**src/hdl/fault_ctrl_defines.vh**
```
// Register offsets, field positions, reset values and timing counts of the fault block
`ifndef FAULT_CTRL_DEFINES_VH
`define FAULT_CTRL_DEFINES_VH

// Register sub-addresses
`define ADDR_RESET_PIN_FAULT_MASK  8'h09
`define ADDR_INTERRUPT_MASK_FIRST  8'h0a
`define ADDR_INTERRUPT_MASK_SECOND 8'h0b
`define ADDR_POWER_GOOD_STATUS     8'h0c
`define ADDR_INPUT_LOCKOUT_STATUS  8'h0d
`define ADDR_THERMAL_STATUS        8'h0e
`define ADDR_GLOBAL_CONTROL        8'h0f

// Reset values
`define RESET_PIN_FAULT_MASK_INIT  8'hff
`define INTERRUPT_MASK_INIT        8'h00
`define GLOBAL_CONTROL_INIT        8'h00

// Global control field positions
`define GC_RESTART_BIT             7
`define GC_THRESH_HI               6
`define GC_THRESH_LO               5
`define GC_IGNORE_EN_BIT           4
`define GC_PULLDOWN_BIT            3
`define GC_SLOW_EDGE_BIT           2
`define GC_SAMPLE_BIT              1
`define GC_UNUSED_BIT              0

// Thermal status field positions
`define THERMAL_ALERT_BIT          7
`define TEMP_MSB                   6

// Overheat threshold select codes
`define THRESH_OFF                 2'b00
`define THRESH_140                 2'b01
`define THRESH_125                 2'b10
`define THRESH_110                 2'b11

// Conversion result codes that match each threshold
`define TEMP_CODE_140              7'h70
`define TEMP_CODE_125              7'h64
`define TEMP_CODE_110              7'h58

// Restart interval
`define RESTART_TIME_MS            1000
`define CLK_FREQ_KHZ               125000
// Product of the two above, sized to the 27-bit restart counter
`define RESTART_CYCLES             27'h773_5940

`endif

```
**src/hdl/restart_timer.v**
```verilog
// Timer that holds all converters off for the restart interval
`timescale 1ns/1ns
`include "fault_ctrl_defines.vh"

module restart_timer #(
  parameter [26:0] CYCLES = `RESTART_CYCLES
) (
  // Clock and reset
  input  wire        clk,
  input  wire        reset_n,
  // Control
  input  wire        start,
  output reg         busy_q
);

  reg [26:0] count_q;

  // Busy lasts exactly CYCLES clocks; a start while busy is ignored
  always @(posedge clk or negedge reset_n) begin
    if (!reset_n) begin
      busy_q  <= 1'b0;
      count_q <= 27'h000_0000;
    end else if (!busy_q) begin
      if (start) begin
        busy_q  <= 1'b1;
        count_q <= CYCLES - 27'h000_0001;
      end
    end else if (count_q == 27'h000_0000) begin
      busy_q <= 1'b0; // Self clears, converters resume
    end else begin
      count_q <= count_q - 27'h000_0001;
    end
  end

endmodule // restart_timer

```
**src/hdl/temp_sampler.v**
```verilog
// Handshake with the temperature converter and capture of its result
`timescale 1ns/1ns
`include "fault_ctrl_defines.vh"

module temp_sampler (
  // Clock and reset
  input  wire        clk,
  input  wire        reset_n,
  // Command side
  input  wire        start,
  output reg         busy_q,
  output reg         done_q,
  output reg  [6:0]  result_q,
  // Converter side
  output reg         adc_start_q,
  input  wire        adc_done,
  input  wire [6:0]  adc_result
);

  // Request held until the converter reports completion
  always @(posedge clk or negedge reset_n) begin
    if (!reset_n) begin
      busy_q      <= 1'b0;
      done_q      <= 1'b0;
      result_q    <= 7'h00;
      adc_start_q <= 1'b0;
    end else begin
      done_q <= 1'b0;
      if (!busy_q) begin
        if (start) begin
          busy_q      <= 1'b1;
          adc_start_q <= 1'b1;
        end
      end else if (adc_done) begin
        busy_q      <= 1'b0;
        adc_start_q <= 1'b0;
        done_q      <= 1'b1;
        result_q    <= adc_result;
      end
    end
  end

endmodule // temp_sampler

```
**src/hdl/fault_mask_status_global_ctrl.v**
```verilog
// Fault masks, latched status, reset and interrupt outputs, global control register
//
// Function
// - Reset mask bit one lets matching power-good fault pull reset output low; resets ones.
// - Two interrupt masks at next two addresses, same layout, reset to zeros.
// - Power-good and lockout status registers, bit n-1 for regulator n, captured at interrupt.
// - Masked-off status bits read back the live, uncaptured fault condition.
// - Thermal status holds captured overheat alert on top, seven-bit temperature below.
// - Clear interrupt command wipes the captured status contents.
// - Power-good bit reads zero while output is too far below target.
// - Lockout bit reads zero with input above threshold, one below it.
// - Status registers are read only; writes to them change nothing.
// - Restart bit powers all converters down for one second, then self clears.
// - Two-bit overheat threshold select: off, 140, 125, 110 degrees; resets off.
// - Override bit zero lets enable pins start converters; one ignores the pins.
// - Pulldown bit ties shutdown switch nodes to ground through resistor; default floating.
// - Slew bit zero gives faster switch-node edges, one slower, for all converters.
// - Sample bit starts temperature conversion, clears itself when done, resets zero.
// - Every global control bit resets to zero.
`timescale 1ns/1ns
`include "fault_ctrl_defines.vh"

module fault_mask_status_global_ctrl #(
  parameter [26:0] RESTART_CYCLES = `RESTART_CYCLES
) (
  // Clock and reset
  input  wire        clk,
  input  wire        reset_n,
  // Register access port, one sub-address per byte
  input  wire [7:0]  reg_addr,
  input  wire        reg_write,
  input  wire [7:0]  reg_wdata,
  input  wire        reg_read,
  output reg  [7:0]  reg_rdata_q,
  output reg         reg_rvalid_q,
  // Clear interrupt command from the serial front end
  input  wire        clear_interrupt_command,
  // Analog fault comparators, bit n-1 for regulator n
  input  wire [7:0]  power_good_flag,
  input  wire [7:0]  input_lockout_flag,
  // Enable sources
  input  wire [7:0]  en_pin,
  input  wire [7:0]  program_enable,
  // Temperature converter
  output wire        adc_start_q,
  input  wire        adc_done,
  input  wire [6:0]  adc_result,
  // Fault outputs, active low
  output reg         reset_out_n_q,
  output reg         irq_n_q,
  // Converter controls
  output reg  [7:0]  converter_enable_q,
  output reg         switch_node_pulldown_q,
  output reg         switch_node_slow_edge_q,
  output reg  [1:0]  overheat_threshold_select_q,
  output reg         restart_active_q
);

  // Mask registers
  reg  [7:0] reset_pin_fault_mask_q;
  reg  [7:0] interrupt_mask_first_q;
  reg  [7:0] interrupt_mask_second_q;

  // Captured fault state, one means the fault was seen
  // Cleared only by the clear command, never by a read
  reg  [7:0] pg_fault_cap_q;
  reg  [7:0] lockout_fault_cap_q;
  reg        overheat_alert_q;

  // Stored global control fields
  // Unused bit 0 has no storage
  reg  [1:0] thresh_q;
  reg        ignore_en_q;
  reg        pulldown_q;
  reg        slow_edge_q;

  // Sub-block handshakes
  // Busy flags double as command readback
  wire       restart_busy;
  wire       sample_busy;
  wire       sample_done;
  wire [6:0] temp_result;
  wire       restart_start;
  wire       sample_start;

  // Decoded strobes and next values
  // Combinational; every flop sits further down
  wire       wr_reset_mask;
  wire       wr_mask_first;
  wire       wr_mask_second;
  wire       wr_global;
  wire [7:0] pg_fault_live;
  wire [7:0] lockout_fault_live;
  wire [7:0] pg_fault_set;
  wire [7:0] lockout_fault_set;
  wire       overheat_set;
  reg  [6:0] thresh_code;
  reg  [7:0] read_value;
  wire [7:0] global_readback;

  // Output summaries
  wire       reset_fault_any;
  wire       irq_cause_any;

  // Status view: enabled bits show the captured value, masked-off bits the live one
  // Read view, shared by both fault registers
  function [7:0] show_status;
    input [7:0] mask;
    input [7:0] live;
    input [7:0] captured;
    begin
      show_status = (mask & captured) | (~mask & live);
    end
  endfunction

  // Write strobe for one sub-address
  function hit;
    input [7:0] addr;
    input [7:0] target;
    begin
      hit = (addr == target);
    end
  endfunction

  // Write decode; status sub-addresses have no strobe at all
  // so a status write is simply dropped
  assign wr_reset_mask  = reg_write & hit(reg_addr, `ADDR_RESET_PIN_FAULT_MASK);
  assign wr_mask_first  = reg_write & hit(reg_addr, `ADDR_INTERRUPT_MASK_FIRST);
  assign wr_mask_second = reg_write & hit(reg_addr, `ADDR_INTERRUPT_MASK_SECOND);
  assign wr_global      = reg_write & hit(reg_addr, `ADDR_GLOBAL_CONTROL);

  // Self-clearing commands only launch; the sub-blocks own the busy state
  // Writing zero to a command bit has no effect
  assign restart_start  = wr_global & reg_wdata[`GC_RESTART_BIT];
  assign sample_start   = wr_global & reg_wdata[`GC_SAMPLE_BIT];

  // Mask registers
  // Reset mask starts all ones, irq masks zero
  always @(posedge clk or negedge reset_n) begin
    if (!reset_n) begin
      reset_pin_fault_mask_q  <= `RESET_PIN_FAULT_MASK_INIT;
      interrupt_mask_first_q  <= `INTERRUPT_MASK_INIT;
      interrupt_mask_second_q <= `INTERRUPT_MASK_INIT;
    end else begin
      if (wr_reset_mask) begin
        reset_pin_fault_mask_q <= reg_wdata;
      end
      if (wr_mask_first) begin
        interrupt_mask_first_q <= reg_wdata;
      end
      if (wr_mask_second) begin
        interrupt_mask_second_q <= reg_wdata;
      end
    end
  end

  // Global control fields; the unused bit is never stored, so it reads zero
  // Command bits are busy flags in the sub-blocks
  always @(posedge clk or negedge reset_n) begin
    if (!reset_n) begin
      thresh_q    <= `THRESH_OFF;
      ignore_en_q <= 1'b0;
      pulldown_q  <= 1'b0;
      slow_edge_q <= 1'b0;
    end else if (wr_global) begin
      thresh_q    <= reg_wdata[`GC_THRESH_HI:`GC_THRESH_LO];
      ignore_en_q <= reg_wdata[`GC_IGNORE_EN_BIT];
      pulldown_q  <= reg_wdata[`GC_PULLDOWN_BIT];
      slow_edge_q <= reg_wdata[`GC_SLOW_EDGE_BIT];
    end
  end

  // Restart interval counter
  // A start while running is ignored
  restart_timer #(
    .CYCLES (RESTART_CYCLES)
  ) u_restart_timer (
    .clk     (clk),
    .reset_n (reset_n),
    .start   (restart_start),
    .busy_q  (restart_busy)
  );

  // Temperature conversion handshake
  // Result holds until the next conversion ends
  temp_sampler u_temp_sampler (
    .clk         (clk),
    .reset_n     (reset_n),
    .start       (sample_start),
    .busy_q      (sample_busy),
    .done_q      (sample_done),
    .result_q    (temp_result),
    .adc_start_q (adc_start_q),
    .adc_done    (adc_done),
    .adc_result  (adc_result)
  );

  // Live faults: power-good low means fault, lockout high means fault
  // Comparators taken as clean and synchronous
  assign pg_fault_live      = ~power_good_flag;
  assign lockout_fault_live = input_lockout_flag;

  // Only enabled faults are captured and raise the interrupt
  // Reset output uses its own mask instead
  assign pg_fault_set       = pg_fault_live & interrupt_mask_first_q;
  assign lockout_fault_set  = lockout_fault_live & interrupt_mask_second_q;

  // Threshold code for the selected overheat level
  // Code 00 is gated off at the compare
  always @* begin
    case (thresh_q)
      `THRESH_140: thresh_code = `TEMP_CODE_140;
      `THRESH_125: thresh_code = `TEMP_CODE_125;
      `THRESH_110: thresh_code = `TEMP_CODE_110;
      default:     thresh_code = 7'h7f;
    endcase
  end

  // Alert only on a finished conversion with the alert enabled
  // Old results never raise a second alert
  assign overheat_set = sample_done & (thresh_q != `THRESH_OFF) &
                        (temp_result >= thresh_code);

  // Captured status; a new fault in the clearing cycle survives the clear
  // so a fault seen during a clear is never lost
  always @(posedge clk or negedge reset_n) begin
    if (!reset_n) begin
      pg_fault_cap_q      <= 8'h00;
      lockout_fault_cap_q <= 8'h00;
      overheat_alert_q    <= 1'b0;
    end else if (clear_interrupt_command) begin
      pg_fault_cap_q      <= pg_fault_set;
      lockout_fault_cap_q <= lockout_fault_set;
      overheat_alert_q    <= overheat_set;
    end else begin
      pg_fault_cap_q      <= pg_fault_cap_q | pg_fault_set;
      lockout_fault_cap_q <= lockout_fault_cap_q | lockout_fault_set;
      overheat_alert_q    <= overheat_alert_q | overheat_set;
    end
  end

  // Fault summaries behind the active-low outputs
  assign reset_fault_any = |(reset_pin_fault_mask_q & pg_fault_live);
  assign irq_cause_any   = (|pg_fault_cap_q) | (|lockout_fault_cap_q) |
                           overheat_alert_q;

  // Reset output follows live power-good faults through its own mask
  always @(posedge clk or negedge reset_n) begin
    if (!reset_n) begin
      reset_out_n_q <= 1'b1;
    end else begin
      reset_out_n_q <= ~reset_fault_any;
    end
  end

  // Interrupt stays low until the captured faults are cleared
  // Clear only releases it once the fault is gone
  always @(posedge clk or negedge reset_n) begin
    if (!reset_n) begin
      irq_n_q <= 1'b1;
    end else begin
      irq_n_q <= ~irq_cause_any;
    end
  end

  // Converter enables; restart overrides every source
  // Program enables always count, so the host
  // can still sequence with pins ignored
  always @(posedge clk or negedge reset_n) begin
    if (!reset_n) begin
      converter_enable_q <= 8'h00;
    end else if (restart_busy) begin
      converter_enable_q <= 8'h00;
    end else if (ignore_en_q) begin
      converter_enable_q <= program_enable;
    end else begin
      converter_enable_q <= program_enable | en_pin;
    end
  end

  // Global analog controls, shared by every converter
  // One cycle later than the stored fields
  always @(posedge clk or negedge reset_n) begin
    if (!reset_n) begin
      switch_node_pulldown_q      <= 1'b0;
      switch_node_slow_edge_q     <= 1'b0;
      overheat_threshold_select_q <= `THRESH_OFF;
      restart_active_q            <= 1'b0;
    end else begin
      switch_node_pulldown_q      <= pulldown_q;
      switch_node_slow_edge_q     <= slow_edge_q;
      overheat_threshold_select_q <= thresh_q;
      restart_active_q            <= restart_busy;
    end
  end

  // Command bits read back as busy flags, so they appear to self clear
  // Bit 0 is the unused bit and reads zero
  assign global_readback = {restart_busy,
                            thresh_q,
                            ignore_en_q,
                            pulldown_q,
                            slow_edge_q,
                            sample_busy,
                            1'b0};

  // Read multiplexer; unmapped sub-addresses read zero
  always @* begin
    case (reg_addr)
      `ADDR_RESET_PIN_FAULT_MASK:  read_value = reset_pin_fault_mask_q;
      `ADDR_INTERRUPT_MASK_FIRST:  read_value = interrupt_mask_first_q;
      `ADDR_INTERRUPT_MASK_SECOND: read_value = interrupt_mask_second_q;
      `ADDR_POWER_GOOD_STATUS:
        read_value = show_status(interrupt_mask_first_q, power_good_flag,
                                 power_good_flag & ~pg_fault_cap_q);
      `ADDR_INPUT_LOCKOUT_STATUS:
        read_value = show_status(interrupt_mask_second_q, input_lockout_flag,
                                 input_lockout_flag | lockout_fault_cap_q);
      `ADDR_THERMAL_STATUS:
        read_value = {overheat_alert_q, temp_result};
      `ADDR_GLOBAL_CONTROL:        read_value = global_readback;
      default:                     read_value = 8'h00;
    endcase
  end

  // Read data registered one cycle after the strobe, no read side effects
  // Reading status never clears it
  always @(posedge clk or negedge reset_n) begin
    if (!reset_n) begin
      reg_rdata_q  <= 8'h00;
      reg_rvalid_q <= 1'b0;
    end else begin
      reg_rvalid_q <= reg_read;
      if (reg_read) begin
        reg_rdata_q <= read_value;
      end
    end
  end

endmodule // fault_mask_status_global_ctrl

```
**config.mk**
```make
export PLATFORM = sky130hd
export DESIGN_NAME = fault_mask_status_global_ctrl
export DESIGN_NICKNAME = d
export VERILOG_FILES = /design/src/hdl/restart_timer.v /design/src/hdl/temp_sampler.v /design/src/hdl/fault_mask_status_global_ctrl.v
export VERILOG_INCLUDE_DIRS = /design/src /design/src/hdl
export SDC_FILE = /design/constraint.sdc
export NUM_CORES = 1
export LEC_CHECK = 0
export CAP_MARGIN = 5
export CORE_MARGIN = 4
export CORE_UTILIZATION = 40
export DETAILED_ROUTE_END_ITERATION = 10
export DONT_BUFFER_PORTS = 1
export MAX_ROUTING_LAYER = met4
export PLACE_DENSITY = 0.52
export SYNTH_ARGS = -nofsm -noshare
export SYNTH_HDL_FRONTEND = slang
export SYNTH_SLANG_ARGS = --single-unit
```
**constraint.sdc**
```tcl
create_clock -name clk -period 6.35 [get_ports clk]
set_input_delay 0.3175 -clock clk [delete_from_list [all_inputs] [get_ports clk]]
set_output_delay 0.3175 -clock clk [all_outputs]
set_load 0.05 [all_outputs]
```
==> results.md <==
- The synthesized netlist devotes 15.60% of its cell area to compound gates.
- At the pin with the least slew margin, the transition time is 1041 ps.
- The instance count after placement with tap cells included is ~690.
- Before antenna repair, the detailed router went through 4 iterations.
- Counting I/O delays and the setup requirement, the final critical path takes between 2000 and 2500 ps.
- The ratio of final minimum period to clock period is between 30% and 40%.
- The mux contribution to synthesized area is between 6 and 7%.
- The cell with the most instances after synthesis is sky130_fd_sc_hd__dfrtp_1.
- From left edge to right edge, the die measures 123.4 um.
- The I/O pin count is 86.
- Derived from the worst setup path, the maximum achievable clock frequency is 0.4023 GHz.
- The number of levels the H-tree was split into is 3.
- The critical path endpoint category is a register.
- The die area is 0.01523 sq mm.
- The average routed wire per standard cell is around 20 um.
- The fraction of layout instances using a drive strength above 1 is roughly 11%.
- The endpoint required time on the critical path is 6590 ps.
- The total non-filler cell area in the finished layout is 0.005803 sq mm.
- After floorplanning, the core was divided into 41 placement rows.
- The number of max-cap violations is 0.
- Global routing finished with a remaining overflow of 0.
- The utilization after layout is 45.25%.
- Once the floorplan was initialized, standard cells occupied 41.53% of the core.
- Setup violations remaining at the end of the flow were counted as 0.
- The dominant combinational cell family by area after synthesis is simple AND/OR/NAND/NOR gates.
- The share of the Yosys chip area taken by registers is slightly above 50%.
- The post-place instance area is 0.005445 sq mm.
- The die is 123.4 um tall.
- The clock insertion delay at the later pin of the skew report is 360 ps.
- The number of buffer cells added on primary ports is 0.
- The worst setup path is of the reg -> reg kind.
- When the netlist entered floorplanning its net count stood at around 610.
- After floorplanning, the core was sized to cover 0.01282 sq mm.
- Sorting the synthesized cells by how often they occur yields 98 x sky130_fd_sc_hd__dfrtp_1, 62 x sky130_fd_sc_hd__nand2_1, 45 x sky130_fd_sc_hd__inv_1.
- The final weighted congestion in routability-driven placement is 0.8776.
- The number of global-route vias before repair is 3898.
- The post-synthesis share of cell area spent on xor and xnor gates is less than 1%.
- The clock tree from TritonCTS is built.
- The worst max-slew margin expressed relative to the limit is 30.04%.
- Of the total synthesized cell area, the portion taken by full adders, half adders and majority gates is 2.819%.
- The number of antenna violations at the first check in global routing is 0.
- The setup slack of the critical path after layout is 3864 ps.
- From synthesis to final layout, the design area changed by 8.950%.
- Synthesis handed over a netlist of 538 instances.
- The first-pass GRT wire length is about 22000 um.
- The detailed router placed about 4100 vias in this run.
- The number of gates given a new drive strength after cts is 0.
- Across the VDD grid, the largest voltage drop is 109.9 uV.
- No sink is reached through more buffers than the 2 on the longest clock path.
- Between clock sinks in the finished design, the worst skew comes to between 5 and 6 ps.
- The tree is rooted in a sky130_fd_sc_hd__clkbuf_16.
- For flop-to-flop paths, the worst setup slack is 3860 ps.
- The antenna violation net count after detailed routing is 0.
- The number of DRC violations after detailed-routing iteration 0 is 368.
- The tightest min-delay check is of the in -> reg type.
- After detailed routing, the number of vias per cell comes to 5.755.
- The worst hold slack is 48.66 ps.
- The clock transition at the registers of the reported paths is around 70 ps.
- The run finished with clean final reports.
- In the synthesized netlist the dominant register cell turns out to be sky130_fd_sc_hd__dfrtp_1.
- Entering global routing, the biggest net connects 109 pins.
- The share of the synthesized area in the top cell type is 46.04%.
- The async set-reset flop share out of synthesis is 100.0%.
- The finished layout holds about 700 standard cells, fillers aside.
- The final max-slew violation count is 0.
- The distinct cell type count of the synthesized netlist is 59.
- After synthesis, the cell types taking the most area are sky130_fd_sc_hd__dfrtp_1 46%, sky130_fd_sc_hd__dfstp_2 4.9%, sky130_fd_sc_hd__nand2_1 4.4%, sky130_fd_sc_hd__o21ai_0 3.9%, sky130_fd_sc_hd__mux2_2 3.8%.
- For this design, the sink count on the clock tree is 108.
- Data on the critical path arrives at its endpoint at 2730 ps.
- The number of antenna diodes in the final layout is 0.
- The Yosys step of the flow raised 0 warnings.
- STA classifies the critical path startpoint as a register.
- The maximum fanout along the worst path is 14.
- After legalization and detailed placement, the total HPWL measured about 10000 um.
- In this run the static leakage power is 2.463 nW.
- The number of remaining DRC errors is 0.
- The number of clock buffers added by TritonCTS is 9.
- Summed over all failing endpoints, the final setup total negative slack is 0 ps.
- The wire length reported by the detailed router is 14100 um.
- The number of enable-type register cells in the synthesized netlist is 0.
- The average instance in the mapped netlist occupies 9.900 sq um.
- Timing analysis after detailed placement gives a worst setup slack of 3876 ps.
- Of the total synthesized cell area, the portion taken by AND, OR, NAND and NOR gates is 18.60%.
- Global routing used 20.05% of the available tracks across all layers.
- The mapped cell area is 0.005326 sq mm.
- The post-CTS repair timing setup buffer count is 0.
- Setup repair after global routing left no endpoint under its margin.
- After the last flow step, the layout net total stands at 604.
- The design draws 1.419 mW.
- The number of hold-slack violations in the final timing report was 0.
- In this run the power density over the cells is ~240 mW/mm^2.
- Of all cell types, the one taking the most synthesized area is sky130_fd_sc_hd__dfrtp_1.
- The post-synthesis register bit count is 108.
path summary, 6_finish.rpt:
kind,start,endpoint,cells after the start
worst max-delay path,u_restart_timer.count_q[0],u_restart_timer.count_q[0],7
worst min-delay path,reg_read,reg_rdata_q[3],1
worst max register to register,u_restart_timer.count_q[0],u_restart_timer.count_q[0],7
worst min register to register,slow_edge_q,switch_node_slow_edge_q,0
max in group asynchronous,reset_n,reset_pin_fault_mask_q[0],2
min in group asynchronous,reset_n,pg_fault_cap_q[4],2
sequential cells by signal, indices dropped and copies added, names as in the netlist, 2 cells and up:
signal,count
interrupt_mask_second_q,8
u_temp_sampler.result_q,7
u_restart_timer.count_q,27
reset_pin_fault_mask_q,8
interrupt_mask_first_q,8
reg_rdata_q,8
overheat_threshold_select_q,2
thresh_q,2
pg_fault_cap_q,8
converter_enable_q,8
lockout_fault_cap_q,8
cell usage in the layout (no fill, tap or decap), types with 3 or more instances in the layout:
cell type and instances:
sky130_fd_sc_hd__inv_1 45, sky130_fd_sc_hd__a22oi_1 4, sky130_fd_sc_hd__nor2_1 30, sky130_fd_sc_hd__nor3_1 8, sky130_fd_sc_hd__mux2_2 18, sky130_fd_sc_hd__nand3_1 13, sky130_fd_sc_hd__nand3b_1 5, sky130_fd_sc_hd__ha_1 12
sky130_fd_sc_hd__a31oi_1 6, sky130_fd_sc_hd__clkbuf_16 9, sky130_fd_sc_hd__xor2_1 3, sky130_fd_sc_hd__o31ai_1 8, sky130_fd_sc_hd__and2_1 6, sky130_fd_sc_hd__or3_1 4, sky130_fd_sc_hd__o22ai_1 17, sky130_fd_sc_hd__a221oi_1 3
sky130_fd_sc_hd__nor4_1 9, sky130_fd_sc_hd__dfrtp_1 98, sky130_fd_sc_hd__a21oi_1 21, sky130_fd_sc_hd__a221o_1 3, sky130_fd_sc_hd__o21ai_0 42, sky130_fd_sc_hd__nand4_1 7, sky130_fd_sc_hd__and4_1 4, sky130_fd_sc_hd__clkbuf_8 3
sky130_fd_sc_hd__o211ai_1 11, sky130_fd_sc_hd__dfstp_2 10, sky130_fd_sc_hd__or4_1 7, sky130_fd_sc_hd__nand2_1 62, sky130_fd_sc_hd__nor2b_1 6, sky130_fd_sc_hd__a211oi_1 6, sky130_fd_sc_hd__nand2b_1 3, sky130_fd_sc_hd__mux2i_1 12
report_power, final:
| part | total, mW | switching [mW] | internal [mW] |
|---|---|---|---|
| Combinational | 0.0856 | 0.0519 | 0.0337 |
| Sequential | 0.745 | 0.0296 | 0.715 |
| Clock | 0.589 | 0.252 | 0.337 |
final cells by class:
class                           instances  area, sq um
Timing Repair Buffer                    4        55.05
Sequential cell                       108         2715
Clock buffer                           12        266.5
Inverter                               46        172.7
Clock inverter                          3        43.79
Tap cell                              172        215.2
Fill cell                            1237         7022
Multi-Input combinational cell        362         2335
critical path, stage by stage, from the launching register on:
cell                      delay (ps)
sky130_fd_sc_hd__dfrtp_1         390
sky130_fd_sc_hd__inv_1           130
sky130_fd_sc_hd__ha_1            160
sky130_fd_sc_hd__or4b_1          450
sky130_fd_sc_hd__or4_4           490
sky130_fd_sc_hd__o21ai_4         380
sky130_fd_sc_hd__nand2_2          90
sky130_fd_sc_hd__mux2_2          280
what timing repair did:
| action | in CTS | in global routing |
|---|---|---|
| hold buffers | 3 | 0 |
| endpoints found under the hold margin | 109 | 0 |
| setup endpoints to repair | 0 | 0 |
routing by layer:
metal	global-route usage, %	share of wire, %	vias to the layer above
met3	5.444	8.1	14
met5	-	0	-
met2	28.10	43	135
li1	-	-	1921
met4	6.644	1.4	0
met1	28.14	48	1999
cells by family (layout without fill, tap and decap cells):
| logic type | count (synthesis) | after routing |
|---|---|---|
| muxes | 30 | 30 |
| AOI/OAI and AO/OA | 132 | 132 |
| adders and majority gates | 12 | 12 |
| and+or+nand+nor | 184 | 184 |
| DFF | 108 | 108 |
| xor gates and xnor gates | 4 | 4 |
| buffers and inverters | 68 | 65 |
(Power assumes the default switching activity.)
